==> src/rtl/astx_pkg.sv <==
// shared constants for the asynchronous serial transmitter and its receiver
package astx_pkg;
  localparam int          DATA_W           = 8;
  localparam int          CHAR_W           = 9;
  localparam int          BITCNT_W         = 4;
  localparam logic [3:0]  BITS_8           = 4'h8;
  localparam logic [3:0]  BITS_9           = 4'h9;
  localparam logic        LINE_IDLE        = 1'b1;
  localparam logic        START_LEVEL      = 1'b0;
  localparam logic        STOP_LEVEL       = 1'b1;
  localparam logic [1:0]  FLAG_DELAY       = 2'h2;
  localparam logic [15:0] BAUD_DIV         = 16'h0010;
  localparam logic [7:0]  REG_CTRL         = 8'h00;
  localparam logic [7:0]  REG_STATUS       = 8'h04;
  localparam logic [7:0]  REG_DATA         = 8'h08;
  localparam int          CTRL_TX_EN       = 0;
  localparam int          CTRL_PORTEN      = 1;
  localparam int          CTRL_SYNC        = 2;
  localparam int          CTRL_NINE        = 3;
  localparam int          CTRL_NINTHD      = 4;
  localparam int          CTRL_TX_IRQ_EN   = 5;
  localparam int          CTRL_GLOBAL_IRQ  = 6;
  localparam int          CTRL_PERIPH_IRQ  = 7;
  localparam int          STAT_EMPTY       = 0;
  localparam int          STAT_SHIFT_EMPTY = 1;
  localparam int          STAT_RXVAL       = 2;
  localparam int          STAT_FRERR       = 3;
endpackage

==> src/rtl/astx_if.sv <==
// serial line between the transmitter and the remote receiver
`timescale 1ns/1ps
interface astx_if;
  logic tx_line;     // serial data, idles high
  logic tx_line_oe;  // transmitter drives the pin
  modport dev (output tx_line, output tx_line_oe);
  modport far (input tx_line, input tx_line_oe);
endinterface

==> src/rtl/astx_baud.sv <==
// baud divider producing a one-cycle bit tick
`timescale 1ns/1ps
module astx_baud #(
  parameter logic [15:0] DIV = astx_pkg::BAUD_DIV
) (
  input  wire logic clk_sys,  // system clock
  input  wire logic reset_n,  // async reset, low
  input  wire logic run,      // count while high
  input  wire logic restart,  // realign phase
  output logic      tick      // one-cycle bit tick
);
  typedef struct packed {
    logic [15:0] cnt;
    logic        tick;
  } astx_baud_st_t;
  astx_baud_st_t s_reg;
  astx_baud_st_t s_next;

  always_comb begin
    s_next      = s_reg;
    s_next.tick = 1'b0;
    if (restart) begin
      // start bit counts its first cycle at once
      s_next.cnt = 16'h0001;
    end else if (!run) begin
      s_next.cnt = 16'h0000;
    end else if (s_reg.cnt >= DIV - 16'h0001) begin
      s_next.cnt  = 16'h0000;
      s_next.tick = 1'b1;
    end else begin
      s_next.cnt = s_reg.cnt + 16'h0001;
    end
  end

  always_ff @(posedge clk_sys or negedge reset_n) begin
    if (!reset_n) begin
      s_reg <= '0;
    end else begin
      s_reg <= s_next;
    end
  end

  assign tick = s_reg.tick;
endmodule

==> src/rtl/astx_tx.sv <==
// asynchronous serial transmitter with holding buffer and shift register
//
// The plain strobed port and the register addresses are this design's own decisions.
`timescale 1ns/1ps
module astx_tx #(
  parameter logic [15:0] BAUD_DIV = astx_pkg::BAUD_DIV
) (
  input  wire logic       clk_sys,  // system clock
  input  wire logic       reset_n,  // async reset, low
  input  wire logic [7:0] addr,     // register address
  input  wire logic [7:0] wdata,    // write data
  input  wire logic       wr,       // write strobe
  input  wire logic       rd,       // read strobe
  output logic      [7:0] rdata,    // read data, cycle after rd
  output logic            irq,      // transmit interrupt request
  astx_if.dev             line      // serial line
);
  // ----------------------------------------------------------------
  // state
  // ----------------------------------------------------------------
  typedef enum logic [2:0] {
    ST_IDLE  = 3'b001,
    ST_START = 3'b010,
    ST_SHIFT = 3'b100
  } astx_tx_state_t;

  typedef struct packed {
    astx_tx_state_t state;
    logic [7:0]     ctrl;
    logic [7:0]     hold;
    logic           hold_full;
    logic [8:0]     shreg;
    logic [3:0]     bits_left;
    logic [3:0]     char_bits;
    logic           flag;
    logic [1:0]     wr_age;
    logic           line_q;
    logic           oe_q;
    logic           irq_q;
    logic [7:0]     rdata;
  } astx_tx_st_t;

  astx_tx_st_t s_reg;
  astx_tx_st_t s_next;
  logic        tick;
  logic        active;
  logic        load;
  logic        baud_run;

  // ----------------------------------------------------------------
  // enables and bit timing
  // ----------------------------------------------------------------
  assign active = s_reg.ctrl[astx_pkg::CTRL_TX_EN]
                & s_reg.ctrl[astx_pkg::CTRL_PORTEN]
                & ~s_reg.ctrl[astx_pkg::CTRL_SYNC];
  assign baud_run = s_reg.state != ST_IDLE;

  astx_baud #(
    .DIV     (BAUD_DIV)
  ) i_astx_baud (
    .clk_sys (clk_sys),
    .reset_n (reset_n),
    .run     (baud_run),
    .restart (load),
    .tick    (tick)
  );

  // ----------------------------------------------------------------
  // next state
  // ----------------------------------------------------------------
  always_comb begin
    s_next = s_reg;
    load   = 1'b0;
    if (wr && addr == astx_pkg::REG_CTRL) begin
      s_next.ctrl = wdata;
    end
    // only the holding buffer is writable; shifter has no address
    if (wr && addr == astx_pkg::REG_DATA && active) begin
      s_next.hold      = wdata;
      s_next.hold_full = 1'b1;
      s_next.wr_age    = 2'h0;
    end else if (s_reg.wr_age != astx_pkg::FLAG_DELAY) begin
      s_next.wr_age = s_reg.wr_age + 2'h1;
    end
    // shifter sequencing
    case (s_reg.state)
      ST_IDLE: begin
        if (s_reg.hold_full && active) begin
          load = 1'b1;
        end
      end
      ST_START: begin
        if (tick) begin
          s_next.state = ST_SHIFT;
          s_next.line_q = s_reg.shreg[0];
          s_next.shreg  = {astx_pkg::STOP_LEVEL, s_reg.shreg[8:1]};
          s_next.bits_left = s_reg.char_bits;
        end
      end
      ST_SHIFT: begin
        if (tick) begin
          if (s_reg.bits_left == 4'h0) begin
            // stop bit done: next char loads in this same cycle
            if (s_reg.hold_full && active) begin
              load = 1'b1;
            end else begin
              s_next.state  = ST_IDLE;
              s_next.line_q = astx_pkg::LINE_IDLE;
            end
          end else begin
            s_next.line_q = s_reg.bits_left == 4'h1
                          ? astx_pkg::STOP_LEVEL : s_reg.shreg[0];
            s_next.shreg  = {astx_pkg::STOP_LEVEL, s_reg.shreg[8:1]};
            s_next.bits_left = s_reg.bits_left - 4'h1;
          end
        end
      end
      default: begin
        s_next.state = ST_IDLE;
      end
    endcase
    if (load) begin
      s_next.state     = ST_START;
      s_next.line_q    = astx_pkg::START_LEVEL;
      s_next.shreg     = {s_reg.ctrl[astx_pkg::CTRL_NINTHD],
                          s_reg.hold};
      s_next.char_bits = s_reg.ctrl[astx_pkg::CTRL_NINE]
                       ? astx_pkg::BITS_9 : astx_pkg::BITS_8;
      if (!(wr && addr == astx_pkg::REG_DATA && active)) begin
        s_next.hold_full = 1'b0;
      end
    end
    if (!active) begin
      s_next.hold_full = 1'b0;
      s_next.state     = ST_IDLE;
      s_next.line_q    = astx_pkg::LINE_IDLE;
    end
    // pin released: line back to idle together with its enable
    if (!s_next.ctrl[astx_pkg::CTRL_PORTEN]) begin
      s_next.line_q = astx_pkg::LINE_IDLE;
    end
    // flag follows buffer state, updated once the write has aged
    if (s_next.wr_age == astx_pkg::FLAG_DELAY || !s_next.hold_full) begin
      s_next.flag = active & ~s_next.hold_full;
    end
    if (s_next.wr_age != astx_pkg::FLAG_DELAY && s_next.hold_full) begin
      s_next.flag = s_reg.flag & active;
    end
    s_next.irq_q = s_next.flag
                 & s_next.ctrl[astx_pkg::CTRL_TX_IRQ_EN]
                 & s_next.ctrl[astx_pkg::CTRL_GLOBAL_IRQ]
                 & s_next.ctrl[astx_pkg::CTRL_PERIPH_IRQ];
    s_next.oe_q  = s_next.ctrl[astx_pkg::CTRL_PORTEN];
    // read data stand one cycle after the strobe, zero otherwise
    s_next.rdata = 8'h00;
    if (rd) begin
      case (addr)
        astx_pkg::REG_CTRL: s_next.rdata = s_reg.ctrl;
        astx_pkg::REG_STATUS: begin
          s_next.rdata[astx_pkg::STAT_EMPTY] = s_reg.flag;
          s_next.rdata[astx_pkg::STAT_SHIFT_EMPTY] =
            s_reg.state == ST_IDLE;
        end
        default: s_next.rdata = 8'h00;
      endcase
    end
  end

  // ----------------------------------------------------------------
  // registers
  // ----------------------------------------------------------------
  always_ff @(posedge clk_sys or negedge reset_n) begin
    if (!reset_n) begin
      s_reg        <= '0;
      s_reg.state  <= ST_IDLE;
      s_reg.line_q <= astx_pkg::LINE_IDLE;
      s_reg.wr_age <= astx_pkg::FLAG_DELAY;
    end else begin
      s_reg <= s_next;
    end
  end

  assign rdata           = s_reg.rdata;
  assign irq             = s_reg.irq_q;
  assign line.tx_line    = s_reg.line_q;
  assign line.tx_line_oe = s_reg.oe_q;
endmodule

==> src/flat_wrapper.sv <==
// flat-port wrapper written by rule: the top's interface ports become plain ports
module astx_tx_flat 
#(
  parameter logic [15:0] BAUD_DIV = astx_pkg::BAUD_DIV
)
  (clk_sys, reset_n, addr, wdata, wr, rd, rdata, irq, line_tx_line, line_tx_line_oe);
  astx_if line_i ();
  input  wire logic clk_sys;
  input  wire logic reset_n;
  input  wire logic [7:0] addr;
  input  wire logic [7:0] wdata;
  input  wire logic wr;
  input  wire logic rd;
  output logic      [7:0] rdata;
  output logic irq;
  output wire logic [$bits(line_i.tx_line)-1:0] line_tx_line;
  output wire logic [$bits(line_i.tx_line_oe)-1:0] line_tx_line_oe;
  assign line_tx_line = line_i.tx_line;
  assign line_tx_line_oe = line_i.tx_line_oe;
  astx_tx #(.BAUD_DIV(BAUD_DIV)) u_core (.clk_sys(clk_sys), .reset_n(reset_n), .addr(addr), .wdata(wdata), .wr(wr), .rd(rd), .rdata(rdata), .irq(irq), .line(line_i));
endmodule
==> config.mk <==
export PLATFORM = sky130hd
export DESIGN_NAME = astx_tx_flat
export DESIGN_NICKNAME = d
export VERILOG_FILES = /design/src/rtl/astx_pkg.sv /design/src/rtl/astx_if.sv /design/src/rtl/astx_baud.sv /design/src/rtl/astx_tx.sv /design/src/flat_wrapper.sv
export SDC_FILE = /design/constraint.sdc
export NUM_CORES = 1
export LEC_CHECK = 0
export CORE_MARGIN = 5
export CORE_UTILIZATION = 30
export CTS_CLUSTER_DIAMETER = 30
export DETAILED_ROUTE_END_ITERATION = 10
export DONT_BUFFER_PORTS = 1
export PLACE_DENSITY = 0.53
export REMOVE_ABC_BUFFERS = 1
export SETUP_SLACK_MARGIN = 0.2
export SYNTH_ARGS = -nofsm -noshare
export SYNTH_HDL_FRONTEND = slang
export SYNTH_SLANG_ARGS = --single-unit
==> constraint.sdc <==
create_clock -name clk_sys -period 2.4 [get_ports clk_sys]
set_clock_uncertainty 0.1 [all_clocks]
set_input_delay 0.24 -clock clk_sys [delete_from_list [all_inputs] [get_ports clk_sys]]
set_output_delay 0.24 -clock clk_sys [all_outputs]
set_load 0.01 [all_outputs]
==> results.toml, run 1 <==
[global_route]
grt_overflow = 0
grtUsageTotal_pct = 10.0
grt_max_degree = 66
antenna_found_initial = 0
grt_pass1_vias = 1851
grt_pass1_wl_microns = 9120

[clock_network]
clk_latency_ps = 330
numCtsBuffers = 9
cts_tree = "done"
root_buffer = "clkbuf_8"
clock_sink_count = 65
cts_max_level = 3
cts.clk_slew.worst_paths_ps = 70
cts.path.max_buffers = 2

[timing]
tns_ps = 0
rsz0062_at_grt = "no"
fmax_mhz = 477
holdWs_ps = 35.8
worst_pin_slew_ps = 619
hold_viol_final = 0
finalCritPeriodShare_pct = 87.4
period_minus_slack_ps = 2100
maxSlewHeadroom_pct = 58.4
setup_viol = 0
maxSlewViolCount = 0

[layout]
antenna_cells = 0
final_layout_size_suffix_gt1_share_pct = 28.5
area_growth_pct = 17.1
fin_cells = 393
postLayoutCoreUtil_pct = 35.6
largest_reg_flops = 38
final_cell_mix = "62 x dfrtp_1, 25 x mux2_2, 12 x nor2_1, 12 x dlygate4sd3_1, 12 x conb_1"
nets = 280
final_common_cell = "dfrtp_1"

[drt]
first_pass_iters = 4
route.detailed.drc = 0
antenna_left = 0
detail_route.wl_per_cell_microns = 13.8
wl_microns = 5420
drt_iter0_drc = 63
avgViaCountPerCell = 4.44
num_vias = 1745

[floorplanning]
die-area_sq_um = 11900
die_h_microns = 109
start_util_pct = 30.4
ios = 31
fp.dieW_microns = 109
core_area_sq_um = 9680
placementRows = 36

[critical_path]
crit_fanout = 10
arrival_ps = 2210
critPathLaunchType = "register"
endpoint_kind = "register"
setup.worst_path.class = "reg2reg"
worstPathRequired_ps = 2510

[power]
ir_worst_vdd_uv = 230
p_leak_nw = 1.61
power.density_nw_per_um2 = 596

[synthesis]
synth_ff_type = "dfrtp_1"
synth_seq_cells = 65
syn_avg_cell_area_sq_um = 13.0
ys_top_cells_by_area = "dfrtp_1 53%, mux2_2 9.6%, dfstp_2 2.7%"
synth-async-reset-ratio_pct = 100
synth_edf_count = 0
syn-instance-count = 226
synth_top_area_share_pct = 52.7
yosys.area.top_type = "dfrtp_1"
netlist_area_sq_um = 2950
synth_cell_types = 56
ys_seq_area_share_pct = 55.3
synth_warnings = 0

[status]
status = "finished, final reports clean"

[placement]
gp_congestion = 0.738
portBuffers = 0
dp_cells = 360
dp_hpwl_microns = 3660

[min_path]
hold_class = "in2reg"

[flow_run]
maxCapViolations = 0
stage by stage:
stage          power, mW  cell area [sq um]  setup WS [ps]
2_1_floorplan       1.23               2880            282
3_3_place_gp        1.24               3080            152
3_5_place_dp        1.24               3080           89.3
4_1_cts             2.10               3430            202
5_1_grt             2.16               3450            203
6_report            2.06               3450            303
Yosys cell counts, types with 4 or more instances:
cell type / instances
dfrtp_1: 62
mux2_2: 25
nor2_1: 12
and2_1: 8
buf_4: 8
nor3_1: 8
inv_1: 7
nand2_1: 7
a21oi_1: 5
ha_1: 5
mux2_4: 5
nor2b_1: 5
o21ai_0: 5
mux2_1: 4
nand3_1: 4
critical path, stage by stage, from the launching register on:
cell	delay, ps
dfstp_2	650
nor3b_2	300
a31oi_4	100
nor2_8	190
mux2_2	350
mux2_1	280
final cells by class:
cell class                      count  area, sq um
Clock buffer                        9          124
Clock inverter                      7         46.3
Fill cell                         945         6230
Inverter                            7         26.3
Multi-Input combinational cell    152         1260
Sequential cell                    65         1630
Tap cell                          133          166
Timing Repair Buffer               20          200
routing by layer:
metal  vias up  track usage [%]  part of all wire [%]
li1        842                -                     -
met1       864             13.1                    46
met5         -                0                     0
met4         0             4.06                   1.3
met3         6             3.37                   5.3
met2        33             15.2                    47
worst paths after layout:
check / slack, ps / start / end / cells after the start
min: 40 / addr[2] / u_core.rdata[1]$_DFF_PN0_ / 2
max reg2reg: 300 / u_core.s_reg[48]$_DFFE_PN1P_ / u_core.s_reg[23]$_DFFE_PN0P_ / 5
min reg2reg: 370 / u_core.s_reg[17]$_DFFE_PN0N_ / u_core.s_reg[17]$_DFFE_PN0N_ / 1
max in group asynchronous: 1530 / reset_n / u_core.s_reg[48]$_DFFE_PN1P_ / 2
max: 300 / u_core.s_reg[48]$_DFFE_PN1P_ / u_core.s_reg[23]$_DFFE_PN0P_ / 5
min in group asynchronous: 330 / reset_n / u_core.s_reg[11]$_DFF_PN0_ / 2
where the power goes:
group / switching (mW) / total, mW / internal (mW)
clock network: 0.420 / 0.793 / 0.374
logic: 0.0587 / 0.116 / 0.0575
registers: 0.0109 / 1.15 / 1.14
repair_timing:
| item | CTS | global route |
|---|---|---|
| pin swaps | 3 | 3 |
| hold buffers | 13 | 0 |
| resized for setup | 2 | 3 |
| cloned | 1 | 0 |
| buffers inserted | 2 | 1 |
| setup endpoints to repair | 8 | 10 |
| endpoints found under the hold margin | 83 | 0 |
cells by family after synthesis:
family / Yosys count / share of synthesized area [%]
muxes: 36 / 14.3
other: 1 / 0.127
AOI/OAI and AO/OA: 26 / 7.05
DFF: 65 / 55.3
adders and majority gates: 5 / 2.12
xor gates and xnor gates: 2 / 0.595
buffers and inverters: 21 / 4.46
and+or+nand+nor: 70 / 16.0
(Power assumes the default switching activity.)
==> inputs of run 2 (changes only) <==
--- a/config.mk
+++ b/config.mk
@@ -11,6 +11,7 @@
 export DETAILED_ROUTE_END_ITERATION = 10
 export DONT_BUFFER_PORTS = 1
 export PLACE_DENSITY = 0.53
+export RECOVER_POWER = 100
 export REMOVE_ABC_BUFFERS = 1
 export SETUP_SLACK_MARGIN = 0.2
 export SYNTH_ARGS = -nofsm -noshare
==> results.toml, run 2 (synthesis results as in run 1) <==
[placement]
placed_cell_area_sq_um = 3080
dp_cells = 360
gp_congestion = 0.738
portBuffers = 0
dp_hpwl_microns = 3660

[timing]
maxSlewViolCount = 66
fmax_mhz = 466
rsz0062_at_grt = "no"
tns_ps = 0
period_minus_slack_ps = 2150
finalCritPeriodShare_pct = 89.5
setup_viol = 0
hold_viol_final = 0
worst_pin_slew_ps = 1590
holdWs_ps = 36.6
maxSlewHeadroom_pct = -5.91

[layout]
final_common_cell = "dfrtp_1"
fin_area_sq_um = 3370
fin_cells = 393
antenna_cells = 0
largest_reg_flops = 38
nets = 280
area_growth_pct = 14.4
final_layout_size_suffix_gt1_share_pct = 23.5
fillers = 954
final_cell_mix = "62 x dfrtp_1, 21 x mux2_2, 12 x nor2_1, 12 x dlygate4sd3_1, 12 x conb_1"
multiInputGateArea_sq_um = 1210
regArea_sq_um = 1630

[critical_path]
path_cells = "inv_1 -> ha_1 -> nor3b_4 -> a31oi_4 -> nor2_8 -> mux2_2 -> mux2_1"
cp_slowest_stage_delay_ps = 390
endpoint_kind = "register"
crit_start = "u_core.s_reg[19]$_DFFE_PN0P_"
r2r_slack_ps = 250
worstPathRequired_ps = 2520
cp_slowest_cell = "dfrtp_1"
crit_fanout = 6
timing.rr.end = "u_core.s_reg[23]$_DFFE_PN0P_"
setup.worst_path.class = "reg2reg"
r2r.worst_path.cells = 7
critPathLaunchType = "register"
critPathBufInv = 1
arrival_ps = 2260
r2r-start = "u_core.s_reg[19]$_DFFE_PN0P_"
cpLargestDelayFamily = "multiplexers"

[floorplanning]
ios = 31
die_h_microns = 109
fp.dieW_microns = 109
placementRows = 36
die-area_sq_um = 11900
start_util_pct = 30.4
core_area_sq_um = 9680

[power]
p_seq_share_pct = 55.8
total_power_mw = 2.05
netSwitchingPower_uw = 493
p_sw_share_pct = 24.0
power.density_nw_per_um2 = 609
internal_power_mw = 1.56
ir_worst_vdd_uv = 230
p_leak_nw = 1.55
p_comb_share_pct = 5.3
pwr-share-clk_pct = 38.9

[min_path]
holdPathStages = 2
min_delay_worst_endpoint = "u_core.rdata[1]$_DFF_PN0_"
hold_class = "in2reg"
min_from = "addr[2]"

[global_route]
antenna_found_initial = 0
grt_pass1_wl_microns = 9120
grt_overflow = 0
grt_max_degree = 66
grt_pass1_vias = 1851
grtUsageTotal_pct = 10.0

[status]
violations = "capacitance limit, slew limit"
status = "finished, violations left"

[clock_network]
cts_tree = "done"
root_buffer = "clkbuf_8"
clk_latency_ps = 330
clock_sink_count = 65
cts.clk_slew.worst_paths_ps = 70
cts.path.max_buffers = 2
numCtsBuffers = 9
cts_max_level = 3

[flow_run]
maxCapViolations = 1

[drt]
drt_iter0_drc = 67
avgViaCountPerCell = 4.43
detail_route.wl_per_cell_microns = 13.9
num_vias = 1740
route.detailed.drc = 0
antenna_left = 0
wl_microns = 5470
first_pass_iters = 4
==> run 2: changes by cell type in the layout (fill, tap and decap cells not counted), moves of 2 or more <==
cell,previous run,this run
and2_0,0,6
and2_1,8,2
mux2_1,4,10
mux2_2,25,21
buf_4,7,5
clkbuf_1,0,2
mux2_4,5,3
==> run 2: cell type report <==
class	count	share of cell area (%)
Tap cell	133	4.94
Inverter	7	0.780
Clock inverter	7	1.37
Multi-Input combinational cell	152	35.8
Timing Repair Buffer	20	5.05
Clock buffer	9	3.68
Sequential cell	65	48.4
==> run 2: metrics by stage <==
step | util [%] | worst slack [ps]
after CTS | 35.4 | 202
after global routing | 34.8 | 110
after detailed placement | 31.8 | 89.3
after floorplan | - | 282
after global placement | 31.8 | 152
final | 34.8 | 253
==> run 2: worst register-to-register path: stages, from the launching register on <==
cell     delay (ps)
dfrtp_1         390
inv_1            80
ha_1            200
nor3b_4         270
a31oi_4         170
nor2_8          190
mux2_2          350
mux2_1          280
==> run 2: how the worst max path moves through the flow <==
stage | cells past startpoint | slack, ps | end
after floorplan | 7 | 280 | u_core.s_reg[22]$_DFFE_PN0P_
after global placement | 7 | 150 | u_core.s_reg[25]$_DFFE_PN0P_
after detailed placement | 7 | 90 | u_core.s_reg[23]$_DFFE_PN0P_
after CTS | 7 | 200 | u_core.s_reg[23]$_DFFE_PN0P_
after global routing | 7 | 110 | u_core.s_reg[27]$_DFFE_PN0P_
final | 7 | 250 | u_core.s_reg[23]$_DFFE_PN0P_
==> run 2: power by group through the flow <==
| stage | sequential (mW) | combinational (mW) | clock [mW] |
|---|---|---|---|
| 3_3_place_gp | 1.17 | 0.0741 | 0 |
| 5_1_grt | 1.15 | 0.130 | 0.876 |
| 3_5_place_dp | 1.17 | 0.0736 | 0 |
| 4_1_cts | 1.15 | 0.120 | 0.834 |
| 6_report | 1.15 | 0.108 | 0.798 |
| 2_1_floorplan | 1.16 | 0.0617 | 0 |
==> run 2: timing repair <==
item,4_1_cts,5_1_grt
setup buffers,2,1
hold endpoints to repair,83,0
hold buffers,13,0
cloned,1,0
gates resized for setup,2,3
endpoints found under the setup margin,8,10
pin swaps,3,3
==> run 2: routing by layer <==
layer / GRT usage, % / up-vias / part of all wire [%]
met5: 0 / - / 0
met1: 13.1 / 865 / 46
met4: 4.06 / 0 / 1.1
met3: 3.37 / 4 / 5.1
met2: 15.2 / 32 / 48
li1: - / 839 / -
==> inputs of run 3 (changes only) <==
--- a/config.mk
+++ b/config.mk
@@ -5,6 +5,7 @@
 export SDC_FILE = /design/constraint.sdc
 export NUM_CORES = 1
 export LEC_CHECK = 0
+export ABC_AREA = 1
 export CORE_MARGIN = 5
 export CORE_UTILIZATION = 30
 export CTS_CLUSTER_DIAMETER = 30
==> results.toml, run 3 <==
[clock_network]
clock_sink_count = 65
post-cts-setup-buffer-count = 0
root_buffer = "clkbuf_8"
cts_max_level = 3
cts.path.max_buffers = 2
cts.clk_slew.worst_paths_ps = 70
post_cts_resized = 0
clk_latency_ps = 340
numCtsBuffers = 9
cts_tree = "done"

[global_route]
grt_pass1_wl_microns = 9980
grtUsageTotal_pct = 11.1
grt_pass1_vias = 2055
antenna_found_initial = 0
grt_overflow = 0
grt_max_degree = 66

[timing]
finalCritPeriodShare_pct = 81.9
holdWs_ps = 13.7
rsz0062_at_grt = "no"
worst_pin_slew_ps = 536
setup_viol = 0
maxSlewHeadroom_pct = 64.2
layout_setup_ws_ps = 435
period_minus_slack_ps = 1970
tns_ps = 0
maxSlewViolCount = 0
fmax_mhz = 509
hold_viol_final = 0

[critical_path]
cp_slowest_stage_delay_ps = 520
crit_top_cell = "nand2_1"
critPathLaunchType = "register"
path_cells = "inv_1 -> nand3_1 -> nand2_1 -> o21ai_2 -> nand3_1 -> nand2_4 -> inv_4 -> nand2_1 -> nand2_1"
endpoint_kind = "register"
critPathBufInv = 2
cpLargestDelayFamily = "simple AND/OR/NAND/NOR gates"
worstPathRequired_ps = 2520
setup.worst_path.class = "reg2reg"
cp_slowest_cell = "dfstp_2"
crit_start = "u_core.s_reg[48]$_DFFE_PN1P_"
arrival_ps = 2090
crit_fanout = 10
r2r-start = "u_core.s_reg[48]$_DFFE_PN1P_"

[drt]
avgViaCountPerCell = 4.27
drt_iter0_drc = 107
detail_route.wl_per_cell_microns = 12.0
antenna_left = 0
wl_microns = 5690
route.detailed.drc = 0
first_pass_iters = 4
num_vias = 2028

[min_path]
min_from = "wdata[6]"
hold_class = "in2reg"

[layout]
largest_reg_flops = 38
nets = 366
fin_cells = 475
final_cell_mix = "101 x nand2_1, 62 x dfrtp_1, 35 x inv_1"
final_layout_size_suffix_gt1_share_pct = 8.38
fillers = 979
area_growth_pct = 12.0
multiInputGateArea_sq_um = 1030
fin_area_sq_um = 3240
antenna_cells = 0
regArea_sq_um = 1630
final_common_cell = "nand2_1"
postLayoutCoreUtil_pct = 34.7

[synthesis]
synth_cell_types = 31
synth_ff_type = "dfrtp_1"
syn-instance-count = 322
yosys.area.top_type = "dfrtp_1"
ys_top_cells_by_area = "dfrtp_1 54%, nand2_1 13%, inv_1 4.5%"
ys_top_cells_by_count = "99 x nand2_1, 62 x dfrtp_1, 35 x inv_1"
synth-async-reset-ratio_pct = 100
ys_seq_area_share_pct = 56.4
netlist_area_sq_um = 2890
synth_most_common_cell = "nand2_1"
synth_edf_count = 0
synth_seq_cells = 65
synth_top_area_share_pct = 53.6
synth_warnings = 0
syn_avg_cell_area_sq_um = 8.98

[floorplanning]
die_h_microns = 108
die-area_sq_um = 11700
placementRows = 35
fp.dieW_microns = 108
ios = 31
start_util_pct = 31.0
core_area_sq_um = 9330

[power]
ir_worst_vdd_uv = 328
total_power_mw = 2.05
power.density_nw_per_um2 = 632
p_leak_nw = 1.61

[placement]
placed_cell_area_sq_um = 3000
portBuffers = 0
dp_hpwl_microns = 4010
gp_congestion = 0.807
dp_cells = 450
pre_cts_ws_ps = 458

[flow_run]
maxCapViolations = 0

[status]
status = "finished, final reports clean"
[run 3: cell types whose count changed after synthesis, moves of 8 or more]
| cell | change |
|---|---|
| and2_1 | -8 |
| inv_1 | +28 |
| mux2_2 | -24 |
| nand2_1 | +92 |
| nand3_1 | +15 |
| nor2_1 | +19 |
| o21ai_0 | +16 |
[run 3: logic make-up (layout without fill, tap and decap cells)]
kind of cell / count (synthesis) / in the layout / synth area share [%]
and+or+nand+nor: 167 / 167 / 26.0
DFF: 65 / 65 / 56.4
buffers and inverters: 49 / 62 / 8.17
AOI/OAI and AO/OA: 32 / 32 / 6.14
adders and majority gates: 5 / 5 / 2.16
xor gates and xnor gates: 2 / 2 / 0.606
other: 1 / 12 / 0.130
muxes: 1 / 1 / 0.389
[run 3: metal layers]
layer	wire [microns]	part of all wire (%)	track usage, %	up-vias
met5	0	0	0	-
met2	2630	46	17.1	37
met4	31	0.55	4.87	0
met3	294	5.2	3.70	2
li1	-	-	-	1026
met1	2730	48	14.2	963
[run 3: worst paths after layout]
check	slack [ps]	end	cells after the start
setup / recovery	430	u_core.s_reg[24]$_DFFE_PN0P_	9
hold / removal	10	u_core.s_reg[38]$_DFFE_PN0P_	2
setup reg to reg	430	u_core.s_reg[24]$_DFFE_PN0P_	9
hold reg to reg	350	u_core.s_reg[17]$_DFFE_PN0N_	2
max in group asynchronous	1550	u_core.s_reg[12]$_DFF_PN1_	2
min in group asynchronous	340	u_core.s_reg[26]$_DFFE_PN0P_	2
[run 3: final cells by class]
class | instances | area share (%)
Clock buffer | 10 | 3.94
Clock inverter | 6 | 1.12
Inverter | 37 | 4.44
Multi-Input combinational cell | 219 | 31.9
Sequential cell | 65 | 50.3
Tap cell | 129 | 4.98
Timing Repair Buffer | 9 | 3.32
[run 3: worst reg2reg max path, cell delays in order (launching register included)]
cell and delay (ps):
dfstp_2 520, inv_1 80, nand3_1 350, nand2_1 180, o21ai_2 130, nand3_1 150, nand2_4 160, inv_4 70
nand2_1 70, nand2_1 50
[run 3: what timing repair did]
action / 4_1_cts / 5_1_grt
endpoints found under the setup margin: 0 / 0
hold buffers: 9 / 0
hold endpoints to repair: 76 / 0
[run 3: power breakdown]
| part | switching [mW] | internal (mW) | leakage (nW) |
|---|---|---|---|
| logic | 0.0710 | 0.0480 | 0.655 |
| clock network | 0.413 | 0.369 | 0.0858 |
| registers | 0.0127 | 1.14 | 0.866 |
| total | 0.497 | 1.55 | 1.61 |
